===== config.mk =====
export PLATFORM = sky130hd
export DESIGN_NAME = can_status_regs
export DESIGN_NICKNAME = d
export VERILOG_FILES = /design/src/hw/can_status_pkg.sv /design/src/hw/ptr_bus_if.sv /design/src/hw/fifo_ptr.sv /design/src/hw/can_status_regs.sv
export SDC_FILE = /design/constraint.sdc
export NUM_CORES = 1
export LEC_CHECK = 0
export ABC_AREA = 1
export BUFFER_PORTS_ARGS = -buffer_cell sky130_fd_sc_hd__buf_2
export CAP_MARGIN = 25
export CORE_MARGIN = 3
export CORE_UTILIZATION = 53
export CTS_CLUSTER_DIAMETER = 150
export CTS_CLUSTER_SIZE = 24
export DETAILED_ROUTE_END_ITERATION = 10
export HOLD_SLACK_MARGIN = 0.15
export PLACE_DENSITY = 0.76
export SLEW_MARGIN = 10
export SYNTH_ARGS = -nofsm -noshare
export SYNTH_HDL_FRONTEND = slang
export SYNTH_SLANG_ARGS = --single-unit

===== constraint.sdc =====
create_clock -name mclk_i -period 4.41 [get_ports mclk_i]
set_input_delay 0.882 -clock mclk_i [delete_from_list [all_inputs] [get_ports mclk_i]]
set_output_delay 0.882 -clock mclk_i [all_outputs]
set_load 0.1 [all_outputs]

===== src/hw/can_status_pkg.sv =====
package can_status_pkg;
    // register offsets, word addressed on the plain port
    localparam logic [3:0] ADDR_COMPARE_LEN = 4'h0;
    localparam logic [3:0] ADDR_CODE_HIT    = 4'h1;
    localparam logic [3:0] ADDR_FIFO_SETUP  = 4'h2;
    localparam logic [3:0] ADDR_FIFO_PTRS   = 4'h3;
    localparam logic [3:0] ADDR_ERR_FLAGS   = 4'h4;
    localparam logic [3:0] ADDR_INT_ENABLE  = 4'h5;
    localparam logic [3:0] ADDR_CTRL        = 4'h6;

    // field positions
    localparam int HIT_LSB        = 8;
    localparam int BUFCNT_LSB     = 13;
    localparam int WPTR_LSB       = 8;
    localparam int ERR_STATE_LSB  = 8;

    // interrupt flag bit positions
    localparam int F_TX_BUF   = 0;
    localparam int F_RX_BUF   = 1;
    localparam int F_RX_OVF   = 2;
    localparam int F_FIFO     = 3;
    localparam int F_ERR      = 5;
    localparam int F_WAKE     = 6;
    localparam int F_INVALID  = 7;
    localparam logic [7:0] FLAG_MASK = 8'hef;

    // reset values and codes
    localparam logic [4:0] COMPARE_LEN_MAX  = 5'h11;
    localparam logic [4:0] FILTER_MAX       = 5'h0f;
    localparam logic [6:0] CODE_NONE        = 7'h40;
    localparam logic [6:0] CODE_ERROR       = 7'h41;
    localparam logic [6:0] CODE_WAKE        = 7'h42;
    localparam logic [6:0] CODE_RX_OVF      = 7'h43;
    localparam logic [6:0] CODE_FIFO        = 7'h44;
    localparam logic [6:0] CODE_INVALID     = 7'h45;
    localparam logic [2:0] BUFCNT_RESET     = 3'h0;
    localparam logic [2:0] BUFCNT_MAX_CODE  = 3'h5;
    localparam logic [5:0] PTR_MAX          = 6'h1f;
    localparam logic [5:0] PTR_RESET        = 6'h00;
    localparam logic [3:0] TX_BUF_LAST      = 4'h7;
    localparam logic [3:0] RX_BUF_LAST      = 4'hf;
endpackage : can_status_pkg


===== src/hw/ptr_bus_if.sv =====
`timescale 1ns/1ns
`default_nettype none
interface ptr_bus_if;
    logic [4:0] start_buf;
    logic [5:0] last_buf;
    logic       advance;
    logic [5:0] ptr;
    modport owner (input start_buf, input last_buf, input advance, output ptr);
    modport user  (output start_buf, output last_buf, output advance, input ptr);
endinterface : ptr_bus_if
`default_nettype wire


===== src/hw/fifo_ptr.sv =====
`timescale 1ns/1ns
`default_nettype none
module fifo_ptr (
    input  wire logic   mclk_i,
    input  wire logic   reset_n_i,
    ptr_bus_if.owner    pb
);
    typedef struct packed {
        logic [5:0] ptr;
    } ptr_state_t;

    ptr_state_t st_r;
    ptr_state_t st_nxt;

    always_comb begin
        st_nxt = st_r;
        if (pb.advance) begin
            // wrap back to the fifo start buffer
            if (st_r.ptr >= pb.last_buf || st_r.ptr < {1'b0, pb.start_buf}) begin // RULE18
                st_nxt.ptr = {1'b0, pb.start_buf}; // RULE18
            end else begin
                st_nxt.ptr = st_r.ptr + 6'h01;
            end
        end
    end

    always_ff @(posedge mclk_i) begin
        if (!reset_n_i) begin
            st_r.ptr <= can_status_pkg::PTR_RESET;
        end else begin
            st_r <= st_nxt;
        end
    end

    assign pb.ptr = st_r.ptr;
endmodule : fifo_ptr
`default_nettype wire


===== src/hw/can_status_regs.sv =====
// Implementation choices: the register offsets and the strobed register port.
`timescale 1ns/1ns
`default_nettype none
// Overview of operation
// RULE1 - compare length is a 5-bit read-only field, zero at reset, codes above 10001 invalid
// RULE2 - largest legal compare length 10001 reaches data byte 3 bit 6
// RULE3 - matched filter number shown as 5-bit read-only field, 0 to 15
// RULE4 - 7-bit interrupt source code, buffers at 0 to 15, 1000000 means none
// RULE5 - codes above 1000000 name non-buffer sources, highest pending enabled shown
// RULE6 - writable 3-bit buffer count, 000 to 101, resets to 000
// RULE7 - read-only 6-bit fifo write pointer, buffers 0 to 31
// RULE8 - read-only 6-bit fifo next-read pointer, same numbering
// RULE9 - read-only flag set while transmitter is bus-off
// RULE10 - read-only flag set while transmitter is error-passive
// RULE11 - read-only flag set while receiver is error-passive
// RULE12 - separate read-only warning flags for transmitter and receiver
// RULE13 - combined warning flag set when either side warns
// RULE14 - error interrupt flag set when any error-state condition arises
// RULE15 - interrupt flags for six event sources, zero at reset; the code keeps seven flags, the error flag included
// RULE16 - writing zero clears a flag, writing one leaves it
// RULE17 - a flag reaches the interrupt output only when enabled
// RULE18 - fifo start field begins fifo area, pointers wrap back to it
module can_status_regs (
    input  wire logic        mclk_i,
    input  wire logic        reset_n_i,
    input  wire logic [3:0]  addr_i,
    input  wire logic [15:0] wdata_i,
    input  wire logic        wr_i,
    input  wire logic        rd_i,
    output logic      [15:0] rdata_o,
    input  wire logic [4:0]  compare_len_i,
    input  wire logic        msg_received_i,
    input  wire logic [4:0]  hit_filter_i,
    input  wire logic        tx_buf_done_i,
    input  wire logic [3:0]  tx_buf_num_i,
    input  wire logic        rx_buf_done_i,
    input  wire logic        rx_overflow_i,
    input  wire logic        fifo_almost_full_i,
    input  wire logic        wakeup_i,
    input  wire logic        invalid_msg_i,
    input  wire logic        fifo_write_i,
    input  wire logic        fifo_read_i,
    input  wire logic        tx_bus_off_i,
    input  wire logic        tx_passive_i,
    input  wire logic        rx_passive_i,
    input  wire logic        tx_warning_i,
    input  wire logic        rx_warning_i,
    output logic             irq_o,
    output logic [6:0]       interrupt_source_code_o,
    output logic [2:0]       dma_buffer_count_o
);
    typedef struct packed {
        logic [15:0] rdata;
        logic [4:0]  data_compare_length;
        logic [4:0]  matched_filter_number;
        logic [6:0]  interrupt_source_code;
        logic [2:0]  dma_buffer_count;
        logic [4:0]  fifo_start_buffer;
        logic [5:0]  err_state;
        logic [5:0]  err_state_prev;
        logic [7:0]  flags;
        logic [7:0]  enables;
        logic [15:0] rx_pending;
        logic [3:0]  last_tx_buf;
        logic        irq;
    } regs_state_t;

    regs_state_t st_r;
    regs_state_t st_nxt;

    ptr_bus_if wr_bus ();
    ptr_bus_if rd_bus ();

    logic [5:0] last_buf;
    logic [5:0] err_now;
    logic [7:0] events;
    logic [7:0] pending;

    localparam int F_TX_BUF_I = can_status_pkg::F_TX_BUF;
    localparam int F_RX_BUF_I = can_status_pkg::F_RX_BUF;
    localparam int F_RX_OVF_I = can_status_pkg::F_RX_OVF;
    localparam int F_FIFO_I   = can_status_pkg::F_FIFO;
    localparam int F_ERR_I    = can_status_pkg::F_ERR;
    localparam int F_WAKE_I   = can_status_pkg::F_WAKE;
    localparam int F_INV_I    = can_status_pkg::F_INVALID;

    // last buffer number of the configured dma area
    always_comb begin
        case (st_r.dma_buffer_count)
            3'h0:    last_buf = 6'h03;
            3'h1:    last_buf = 6'h05;
            3'h2:    last_buf = 6'h07;
            3'h3:    last_buf = 6'h0b;
            3'h4:    last_buf = 6'h0f;
            3'h5:    last_buf = 6'h17;
            default: last_buf = 6'h17;
        endcase
    end

    assign wr_bus.start_buf = st_r.fifo_start_buffer; // RULE18
    assign wr_bus.last_buf  = last_buf;
    assign wr_bus.advance   = fifo_write_i;
    assign rd_bus.start_buf = st_r.fifo_start_buffer; // RULE18
    assign rd_bus.last_buf  = last_buf;
    assign rd_bus.advance   = fifo_read_i;

    fifo_ptr u_write_ptr (
        .mclk_i    (mclk_i),
        .reset_n_i (reset_n_i),
        .pb        (wr_bus.owner)
    );

    fifo_ptr u_read_ptr (
        .mclk_i    (mclk_i),
        .reset_n_i (reset_n_i),
        .pb        (rd_bus.owner)
    );

    // state bits: 13 bus-off, 12 tx passive, 11 rx passive, 10/9 warnings, 8 any
    assign err_now = {tx_bus_off_i, tx_passive_i, rx_passive_i,        // RULE9 RULE10 RULE11
                      tx_warning_i, rx_warning_i,                       // RULE12
                      tx_warning_i | rx_warning_i};                     // RULE13

    always_comb begin
        events             = 8'h00;
        events[F_TX_BUF_I] = tx_buf_done_i;                             // RULE15
        events[F_RX_BUF_I] = rx_buf_done_i;
        events[F_RX_OVF_I] = rx_overflow_i;
        events[F_FIFO_I]   = fifo_almost_full_i;
        events[F_WAKE_I]   = wakeup_i;
        events[F_INV_I]    = invalid_msg_i;
        // a new error state condition raises the error event
        events[F_ERR_I]    = |(err_now & ~st_r.err_state_prev);        // RULE14
    end

    assign pending = st_r.flags & st_r.enables;                         // RULE17

    always_comb begin
        logic [7:0]  wr_flags;
        logic [15:0] rx_pend;
        logic [6:0]  code;
        wr_flags = st_r.flags;
        rx_pend  = st_r.rx_pending;
        code     = can_status_pkg::CODE_NONE;
        st_nxt   = st_r;
        st_nxt.err_state      = err_now;
        st_nxt.err_state_prev = err_now;
        st_nxt.data_compare_length = (compare_len_i > can_status_pkg::COMPARE_LEN_MAX)
                                     ? st_r.data_compare_length : compare_len_i; // RULE1 RULE2
        if (msg_received_i && hit_filter_i <= can_status_pkg::FILTER_MAX) begin
            st_nxt.matched_filter_number = hit_filter_i;               // RULE3
        end
        if (tx_buf_done_i) begin
            st_nxt.last_tx_buf = tx_buf_num_i;
        end
        // software writes
        if (wr_i) begin
            case (addr_i)
                can_status_pkg::ADDR_FIFO_SETUP: begin
                    if (wdata_i[15:13] <= can_status_pkg::BUFCNT_MAX_CODE) begin
                        st_nxt.dma_buffer_count = wdata_i[15:13];      // RULE6
                    end
                    st_nxt.fifo_start_buffer = wdata_i[4:0];           // RULE18
                end
                can_status_pkg::ADDR_ERR_FLAGS: begin
                    wr_flags = st_r.flags & wdata_i[7:0];              // RULE16
                    if (!wdata_i[F_RX_BUF_I]) begin
                        rx_pend = 16'h0000;
                    end
                end
                can_status_pkg::ADDR_INT_ENABLE: begin
                    st_nxt.enables = wdata_i[7:0] & can_status_pkg::FLAG_MASK;
                end
                default: begin
                end
            endcase
        end
        // set wins over a clear in the same cycle
        st_nxt.flags = (wr_flags | events) & can_status_pkg::FLAG_MASK; // RULE15 RULE16
        if (rx_buf_done_i) begin
            rx_pend[rd_bus.ptr[3:0]] = 1'b1;
        end
        st_nxt.rx_pending = rx_pend;
        // priority: non-buffer sources first, then the last tx buffer, then lowest pending rx buffer
        if (pending[F_ERR_I]) begin
            code = can_status_pkg::CODE_ERROR;                          // RULE5
        end else if (pending[F_WAKE_I]) begin
            code = can_status_pkg::CODE_WAKE;
        end else if (pending[F_RX_OVF_I]) begin
            code = can_status_pkg::CODE_RX_OVF;
        end else if (pending[F_FIFO_I]) begin
            code = can_status_pkg::CODE_FIFO;
        end else if (pending[F_INV_I]) begin
            code = can_status_pkg::CODE_INVALID;
        end else if (pending[F_TX_BUF_I]) begin
            code = {3'h0, st_r.last_tx_buf};                            // RULE4
        end else if (pending[F_RX_BUF_I]) begin
            code = {3'h0, can_status_pkg::RX_BUF_LAST};
            for (int i = 15; i >= 0; i--) begin
                if (st_r.rx_pending[i]) begin
                    code = {3'h0, 4'(i)};                               // RULE4
                end
            end
        end
        st_nxt.interrupt_source_code = code;                            // RULE5
        st_nxt.irq = |pending;                                          // RULE17
        // read data one cycle later
        st_nxt.rdata = 16'h0000;
        if (rd_i) begin
            case (addr_i)
                can_status_pkg::ADDR_COMPARE_LEN:
                    st_nxt.rdata = {11'h000, st_r.data_compare_length};
                can_status_pkg::ADDR_CODE_HIT:
                    st_nxt.rdata = {3'h0, st_r.matched_filter_number, 1'b0,
                                    st_r.interrupt_source_code};
                can_status_pkg::ADDR_FIFO_SETUP:
                    st_nxt.rdata = {st_r.dma_buffer_count, 8'h00, st_r.fifo_start_buffer};
                can_status_pkg::ADDR_FIFO_PTRS:
                    st_nxt.rdata = {2'h0, wr_bus.ptr, 2'h0, rd_bus.ptr}; // RULE7 RULE8
                can_status_pkg::ADDR_ERR_FLAGS:
                    st_nxt.rdata = {2'h0, st_r.err_state, st_r.flags};
                can_status_pkg::ADDR_INT_ENABLE:
                    st_nxt.rdata = {8'h00, st_r.enables};
                default:
                    st_nxt.rdata = 16'h0000;
            endcase
        end
    end

    always_ff @(posedge mclk_i) begin
        if (!reset_n_i) begin
            st_r.rdata                 <= 16'h0000;
            st_r.data_compare_length   <= 5'h00;                        // RULE1
            st_r.matched_filter_number <= 5'h00;
            st_r.interrupt_source_code <= can_status_pkg::CODE_NONE;    // RULE4
            st_r.dma_buffer_count      <= can_status_pkg::BUFCNT_RESET; // RULE6
            st_r.fifo_start_buffer     <= 5'h00;
            st_r.err_state             <= 6'h00;
            st_r.err_state_prev        <= 6'h00;
            st_r.flags                 <= 8'h00;                        // RULE15
            st_r.enables               <= 8'h00;
            st_r.rx_pending            <= 16'h0000;
            st_r.last_tx_buf           <= 4'h0;
            st_r.irq                   <= 1'b0;
        end else begin
            st_r <= st_nxt;
        end
    end

    assign rdata_o                 = st_r.rdata;
    assign irq_o                   = st_r.irq;
    assign interrupt_source_code_o = st_r.interrupt_source_code;
    assign dma_buffer_count_o      = st_r.dma_buffer_count;
endmodule : can_status_regs
`default_nettype wire


* After elaboration in Yosys (flattened, before gate mapping)
Index checks and enable logic that the tools add are counted.
** Word-level totals
- Flip-flop bits (word level) :: 95
** Operators by class
- $add $sub $neg :: 2
- $lt $le $gt $ge :: 9
- Eq/ne operators :: 9
- Mux-type cells :: 34
- Bitwise logic cells :: 9
- Reductions and logical operators :: 16
** Operators by type and width (number)
- two-way mux 7 bit :: 21
- one-hot mux 16 bit (6 select lines) :: 1
- two-way mux 16 bit :: 4
- one-hot mux 5 bit (5 select lines) :: 1
- OR reduction 22 bit :: 1
- bitwise AND 8 bit :: 2
- two-way mux 8 bit :: 2
- bitwise OR 16 bit :: 1
- adder 6 x 1 -> 6 bit (second input constant) :: 2
- >= comparator 6 x 5 -> 1 bit :: 2
- less-than comparator 6 x 5 -> 1 bit :: 2
- two-way mux 6 bit :: 2
- OR reduction 6 bit :: 2
- equality test 4 x 2 -> 1 bit (second input constant) :: 2
- equality test 4 x 3 -> 1 bit (second input constant) :: 2
- bitwise OR 8 bit :: 1
- OR reduction 8 bit :: 1
- bitwise AND 6 bit :: 1
- equality test 3 x 2 -> 1 bit (second input constant) :: 2
- NOT 6 bit :: 1
- AND reduction 2 bit :: 3
- > comparator 5 bit (second input constant) :: 1
- <= comparator 5 x 4 -> 1 bit (second input constant) :: 1
- less-than comparator 4 x 5 -> 1 bit (second input constant) :: 1
- other kinds (16) :: 20

* Depth between registers and ports, before layout
- Word-level depth :: 22
- Gate-level depth with buffers :: 20
- Gate-level depth less buffers :: 20

* Modules after synthesis
A second synthesis with hierarchy kept.
** Second synthesis, totals
- Cells, all modules :: 702
- Area, all modules :: 4837.1 um2
** By module, submodules not included
- can_status_regs :: instances 1, cells each 494, area each 3523.4 um2
- fifo_ptr :: instances 2, cells each 104, area each 656.9 um2

* Worst setup path after synthesis
Ideal clock, no wire load.
- Kind :: input -> register
- From :: in wr_i
- To :: reg st_r[7] in the netlist's numbering
- Library setup time :: 0.132 ns
- Data arrival time :: 1.926 ns
- Required time :: 4.278 ns
- Path slack :: 2.352 ns
- Cell stages on the path :: 9
- Path buffers :: 3
- Cells stage by stage :: clkbuf_1 -> inv_1 -> nor2_2 -> inv_2 -> or2_1 -> buf_6 -> buf_6 -> nand2_1 -> a21oi_1
** Between the ends
- Word-level cells in the longest chain between the ends :: 3
** RTL lines
- start: declaration :: line can_status_regs.sv:28 : input wire logic wr_i,
- two-way mux 16 bit (*) :: line can_status_regs.sv:157 : if (wr_i) begin
- bitwise OR 16 bit (no line)
- two-way mux 16 bit (*) :: line can_status_regs.sv:180 : if (rx_buf_done_i) begin
- end signal: assignment :: line can_status_regs.sv:246 : st_r <= st_nxt;
- end: declaration :: line can_status_regs.sv:68 : regs_state_t st_r;
Mark *: on every way between the ends. The rest lies on a longest branch, timed or not.
A chain may end at the register's enable or synchronous reset.

* Final worst setup path
- From :: in reset_n_i
- To :: reg, netlist name u_write_ptr.pb.ptr[5]
** RTL lines
- start: declaration :: line can_status_regs.sv:25 : input wire logic reset_n_i,
No word-level cell between the ends.

==> metrics <==
Final nets=736; count of vias placed by the detailed router=just over 4000; worst hold endpoint=st_r[68]; number of antenna violations at the first check in global routing=0; chip width=98.1 microns; global-route wire length before repair=roughly 17 mm; final-report max-slew violation count=0; routed wire length per instance=13.6 microns; top flip-flop cell by instance count after synthesis=sky130_fd_sc_hd__dfxtp_1; multi-input combinational cell area=~2100 sq um; CP delay by family, top=buffers and inverters; Power Dens Cells=slightly above 400 nW/um^2; vias in the first global route=3833; DP HPWL=7.95 mm; post-route core utilization=0.620; count of distinct cell types in the synthesized netlist=41; Syn. warnings=0; number of detailed-routing iterations run before antenna repair=5; Area growth syn-to-layout=9.83%; synthesized area per cell=~7.3 sq um; post-synth top area cell=sky130_fd_sc_hd__dfxtp_1; cell with the largest stage delay on the worst path=sky130_fd_sc_hd__clkinv_1; clock input transition at the sequential cells of the worst setup and hold paths=90 ps; Synth Area in Simple Gates=0.211; type of element launching the critical path=input port; total routing usage reported by global routing=0.218; number of gates resized after CTS=0; mean number of vias per cell=5.32; Die ar.=around 9600 sq um; static power due to leakage=approximately 2.2 nW; area fraction in compound gates after synthesis=0.181; list of cells traversed by the critical path=buf_2 -> clkinv_1 -> buf_4 -> nor4_1; Routed Wire Length=10.5 mm; total buffers and inverters traversed by the critical path=3; total negative setup slack=0 ps; asr flop ratio synth=0; main combinational cell family by area after synthesis=simple AND/OR/NAND/NOR gates; unrepaired setup endpoints after global routing=no; met2 routing resource usage after global routing=0.380; standard-cell rows=32; Worst EP required=4680 ps; total CTS buffers=9; Clock Tree Buf Depth=2; most heavily used metal layer in global routing=met2; Seq cells post-synth=91; fraction of final layout cells with drive strength greater than 1=0.163; Overall Power=2.02 mW; data arrival time at the worst-slack endpoint=2630 ps; worst reg2reg path endpoint=u_read_ptr.pb.ptr[0]; worst reg2reg setup slack=2180 ps; clock latency at the later pin of the worst-skew pair=360 ps; # port buffers=71; worst slew pin tran=between 600 and 700 ps; footprint of the flip-flops and latches=1820 sq um; final critical path time including I/O delays and setup=2360 ps; num ports=between 70 and 80; worst slack on hold paths=453 ps; Max Clock Skew=7.86 ps; result of the run=finished clean; Vert. Die Dim=98.1 microns; # clock sinks=between 90 and 100; number of instances in the synthesized netlist=617; postcts setup bufs=0; delay of the slowest cell on the worst path=610 ps; Routability Congestion=0.871; crit share post-route=0.536; share of cell area taken by muxes after synthesis=0; Hold Violations, Final=0; cell at the root of the clock tree=sky130_fd_sc_hd__clkbuf_8; effective utilization at floorplan=0.564; cell area after synthesis=4490 sq um; maximum clock frequency=0.423 GHz; Setup CP Type=input port to register; overall overflow remaining after global route=0; clock tree from TritonCTS=yes; Antenna Cells=0; core area=7970 sq um; number of synthesized flops with an enable pin=0; top-area cell type share of the netlist area=0.405; library cell with the highest instance count after synthesis=sky130_fd_sc_hd__nand2_1; Post-route DRC=0; met1 Usage GRT=0.274; cells taking the most area after synthesis=sky130_fd_sc_hd__dfxtp_1 (41%), sky130_fd_sc_hd__nand2_1 (12%), sky130_fd_sc_hd__inv_1 (7.1%); worst reg2reg path startpoint=dma_buffer_count_o[0]; post-route ant nets=0; XOR/XNOR share of the synthesized area=0.00585; CP Max Fanout=30; GR Util met3=0.0457; R2R cell count=13; 1st-iter DRT viols=between 150 and 200; sequential element share of the synthesized area=0.405; max_slew headroom=0.575; Fill cells=736; H-tree depth reported by CTS=3; instance count along the most critical hold path=2; pin count of the biggest net entering global routing=31; synthesized-area fraction occupied by adder cells=0.0585; max capacitance violation total=0; HP Class=register to register; worst vdd ir=about 0.22 mV; list of most frequent post-synthesis cells=sky130_fd_sc_hd__nand2_1 (141), sky130_fd_sc_hd__dfxtp_1 (91), sky130_fd_sc_hd__inv_1 (85); logic depth of the worst setup path including buffers=4; kind of end point of the critical path=register; start point of the worst hold path=st_r[68]; Setup-failing EPs final=0; Post-CTS Hold Fix Bufs=0
==> layout by cell type (no fill, tap or decap), types with 2 or more instances in the layout <==
master,n
sky130_fd_sc_hd__a21boi_1,3
sky130_fd_sc_hd__a31oi_1,5
sky130_fd_sc_hd__o21ai_1,6
sky130_fd_sc_hd__nor2_4,2
sky130_fd_sc_hd__a211oi_1,5
sky130_fd_sc_hd__buf_2,71
sky130_fd_sc_hd__clkbuf_8,9
sky130_fd_sc_hd__nor4_1,5
sky130_fd_sc_hd__o21a_1,2
sky130_fd_sc_hd__inv_1,85
sky130_fd_sc_hd__nand3_1,14
sky130_fd_sc_hd__o21ai_0,38
sky130_fd_sc_hd__o221ai_1,3
sky130_fd_sc_hd__clkinv_1,2
sky130_fd_sc_hd__clkinvlp_4,2
sky130_fd_sc_hd__o211ai_1,3
sky130_fd_sc_hd__or2_1,2
sky130_fd_sc_hd__conb_1,2
sky130_fd_sc_hd__o22ai_1,6
sky130_fd_sc_hd__nor2_1,40
sky130_fd_sc_hd__clkinv_4,2
sky130_fd_sc_hd__dfxtp_1,91
sky130_fd_sc_hd__nor3_1,11
sky130_fd_sc_hd__nand2_1,141
sky130_fd_sc_hd__nor3_2,2
sky130_fd_sc_hd__inv_2,8
sky130_fd_sc_hd__a21oi_1,62
sky130_fd_sc_hd__xor2_1,3
sky130_fd_sc_hd__a221oi_1,4
sky130_fd_sc_hd__a211oi_2,2
sky130_fd_sc_hd__nand2_2,3
sky130_fd_sc_hd__ha_1,21
sky130_fd_sc_hd__buf_4,2
==> kinds of logic after synthesis <==
logic type	count (synthesis)
and+or+nand+nor	224
xor gates and xnor gates	3
adders and majority gates	21
other	1
DFF	91
buffers and inverters	134
AOI/OAI and AO/OA	143
==> final cells by class <==
type,count,share of cell area
Clock buffer,9,0.0251
Sequential cell,91,0.369
Timing Repair Buffer,73,0.0750
Multi-Input combinational cell,393,0.417
Tap cell,102,0.0259
Inverter,95,0.0722
Clock inverter,7,0.0155
==> sequential cells by signal, summed over array words and instances (netlist names) <==
register                 cells
irq_o                        1
st_r                        49
rd_bus.start_buf             5
rdata_o                     16
u_write_ptr.pb.ptr           6
u_read_ptr.pb.ptr            6
interrupt_source_code_o      5
dma_buffer_count_o           3
==> routing by layer <==
metal	vias to the layer above	routed length [microns]
li1	2061	-
met1	1902	4490
met2	117	5160
met3	15	665
met4	0	147
met5	-	0
==> worst max-delay path by stage <==
stage / from / endpoint / slack [ps]
finish: reset_n_i / u_write_ptr.pb.ptr[5] / 2050
floorplan: wr_i / st_r[7] / 2350
detailed placement: reset_n_i / u_write_ptr.pb.ptr[5] / 1650
global placement: reset_n_i / u_write_ptr.pb.ptr[5] / 1690
CTS: reset_n_i / u_write_ptr.pb.ptr[5] / 2060
global route: reset_n_i / u_read_ptr.pb.ptr[0] / 1880
==> report_power, final <==
part | switching [mW] | internal [mW]
clock network | 0.301 | 0.265
logic | 0.317 | 0.188
registers | 0.0668 | 0.879
total | 0.684 | 1.33
==> stage by stage <==
step	cells	instance area, sq um	setup slack (ps)
final	770	4940	2050
after global placement	754	4740	1690
after detailed placement	754	4740	1650
after global routing	770	4940	1880
after floorplan	618	4500	2350
after CTS	770	4940	2060
==> worst reg2reg max path: cells and delay by family, from the launching register on <==
kind	cells	cell delay, ps
AOI/OAI and AO/OA	5	670
buffers and inverters	2	150
and+or+nand+nor	5	630
adders and majority gates	1	310
DFF	1	370
Power figures use the tool's default switching activity.
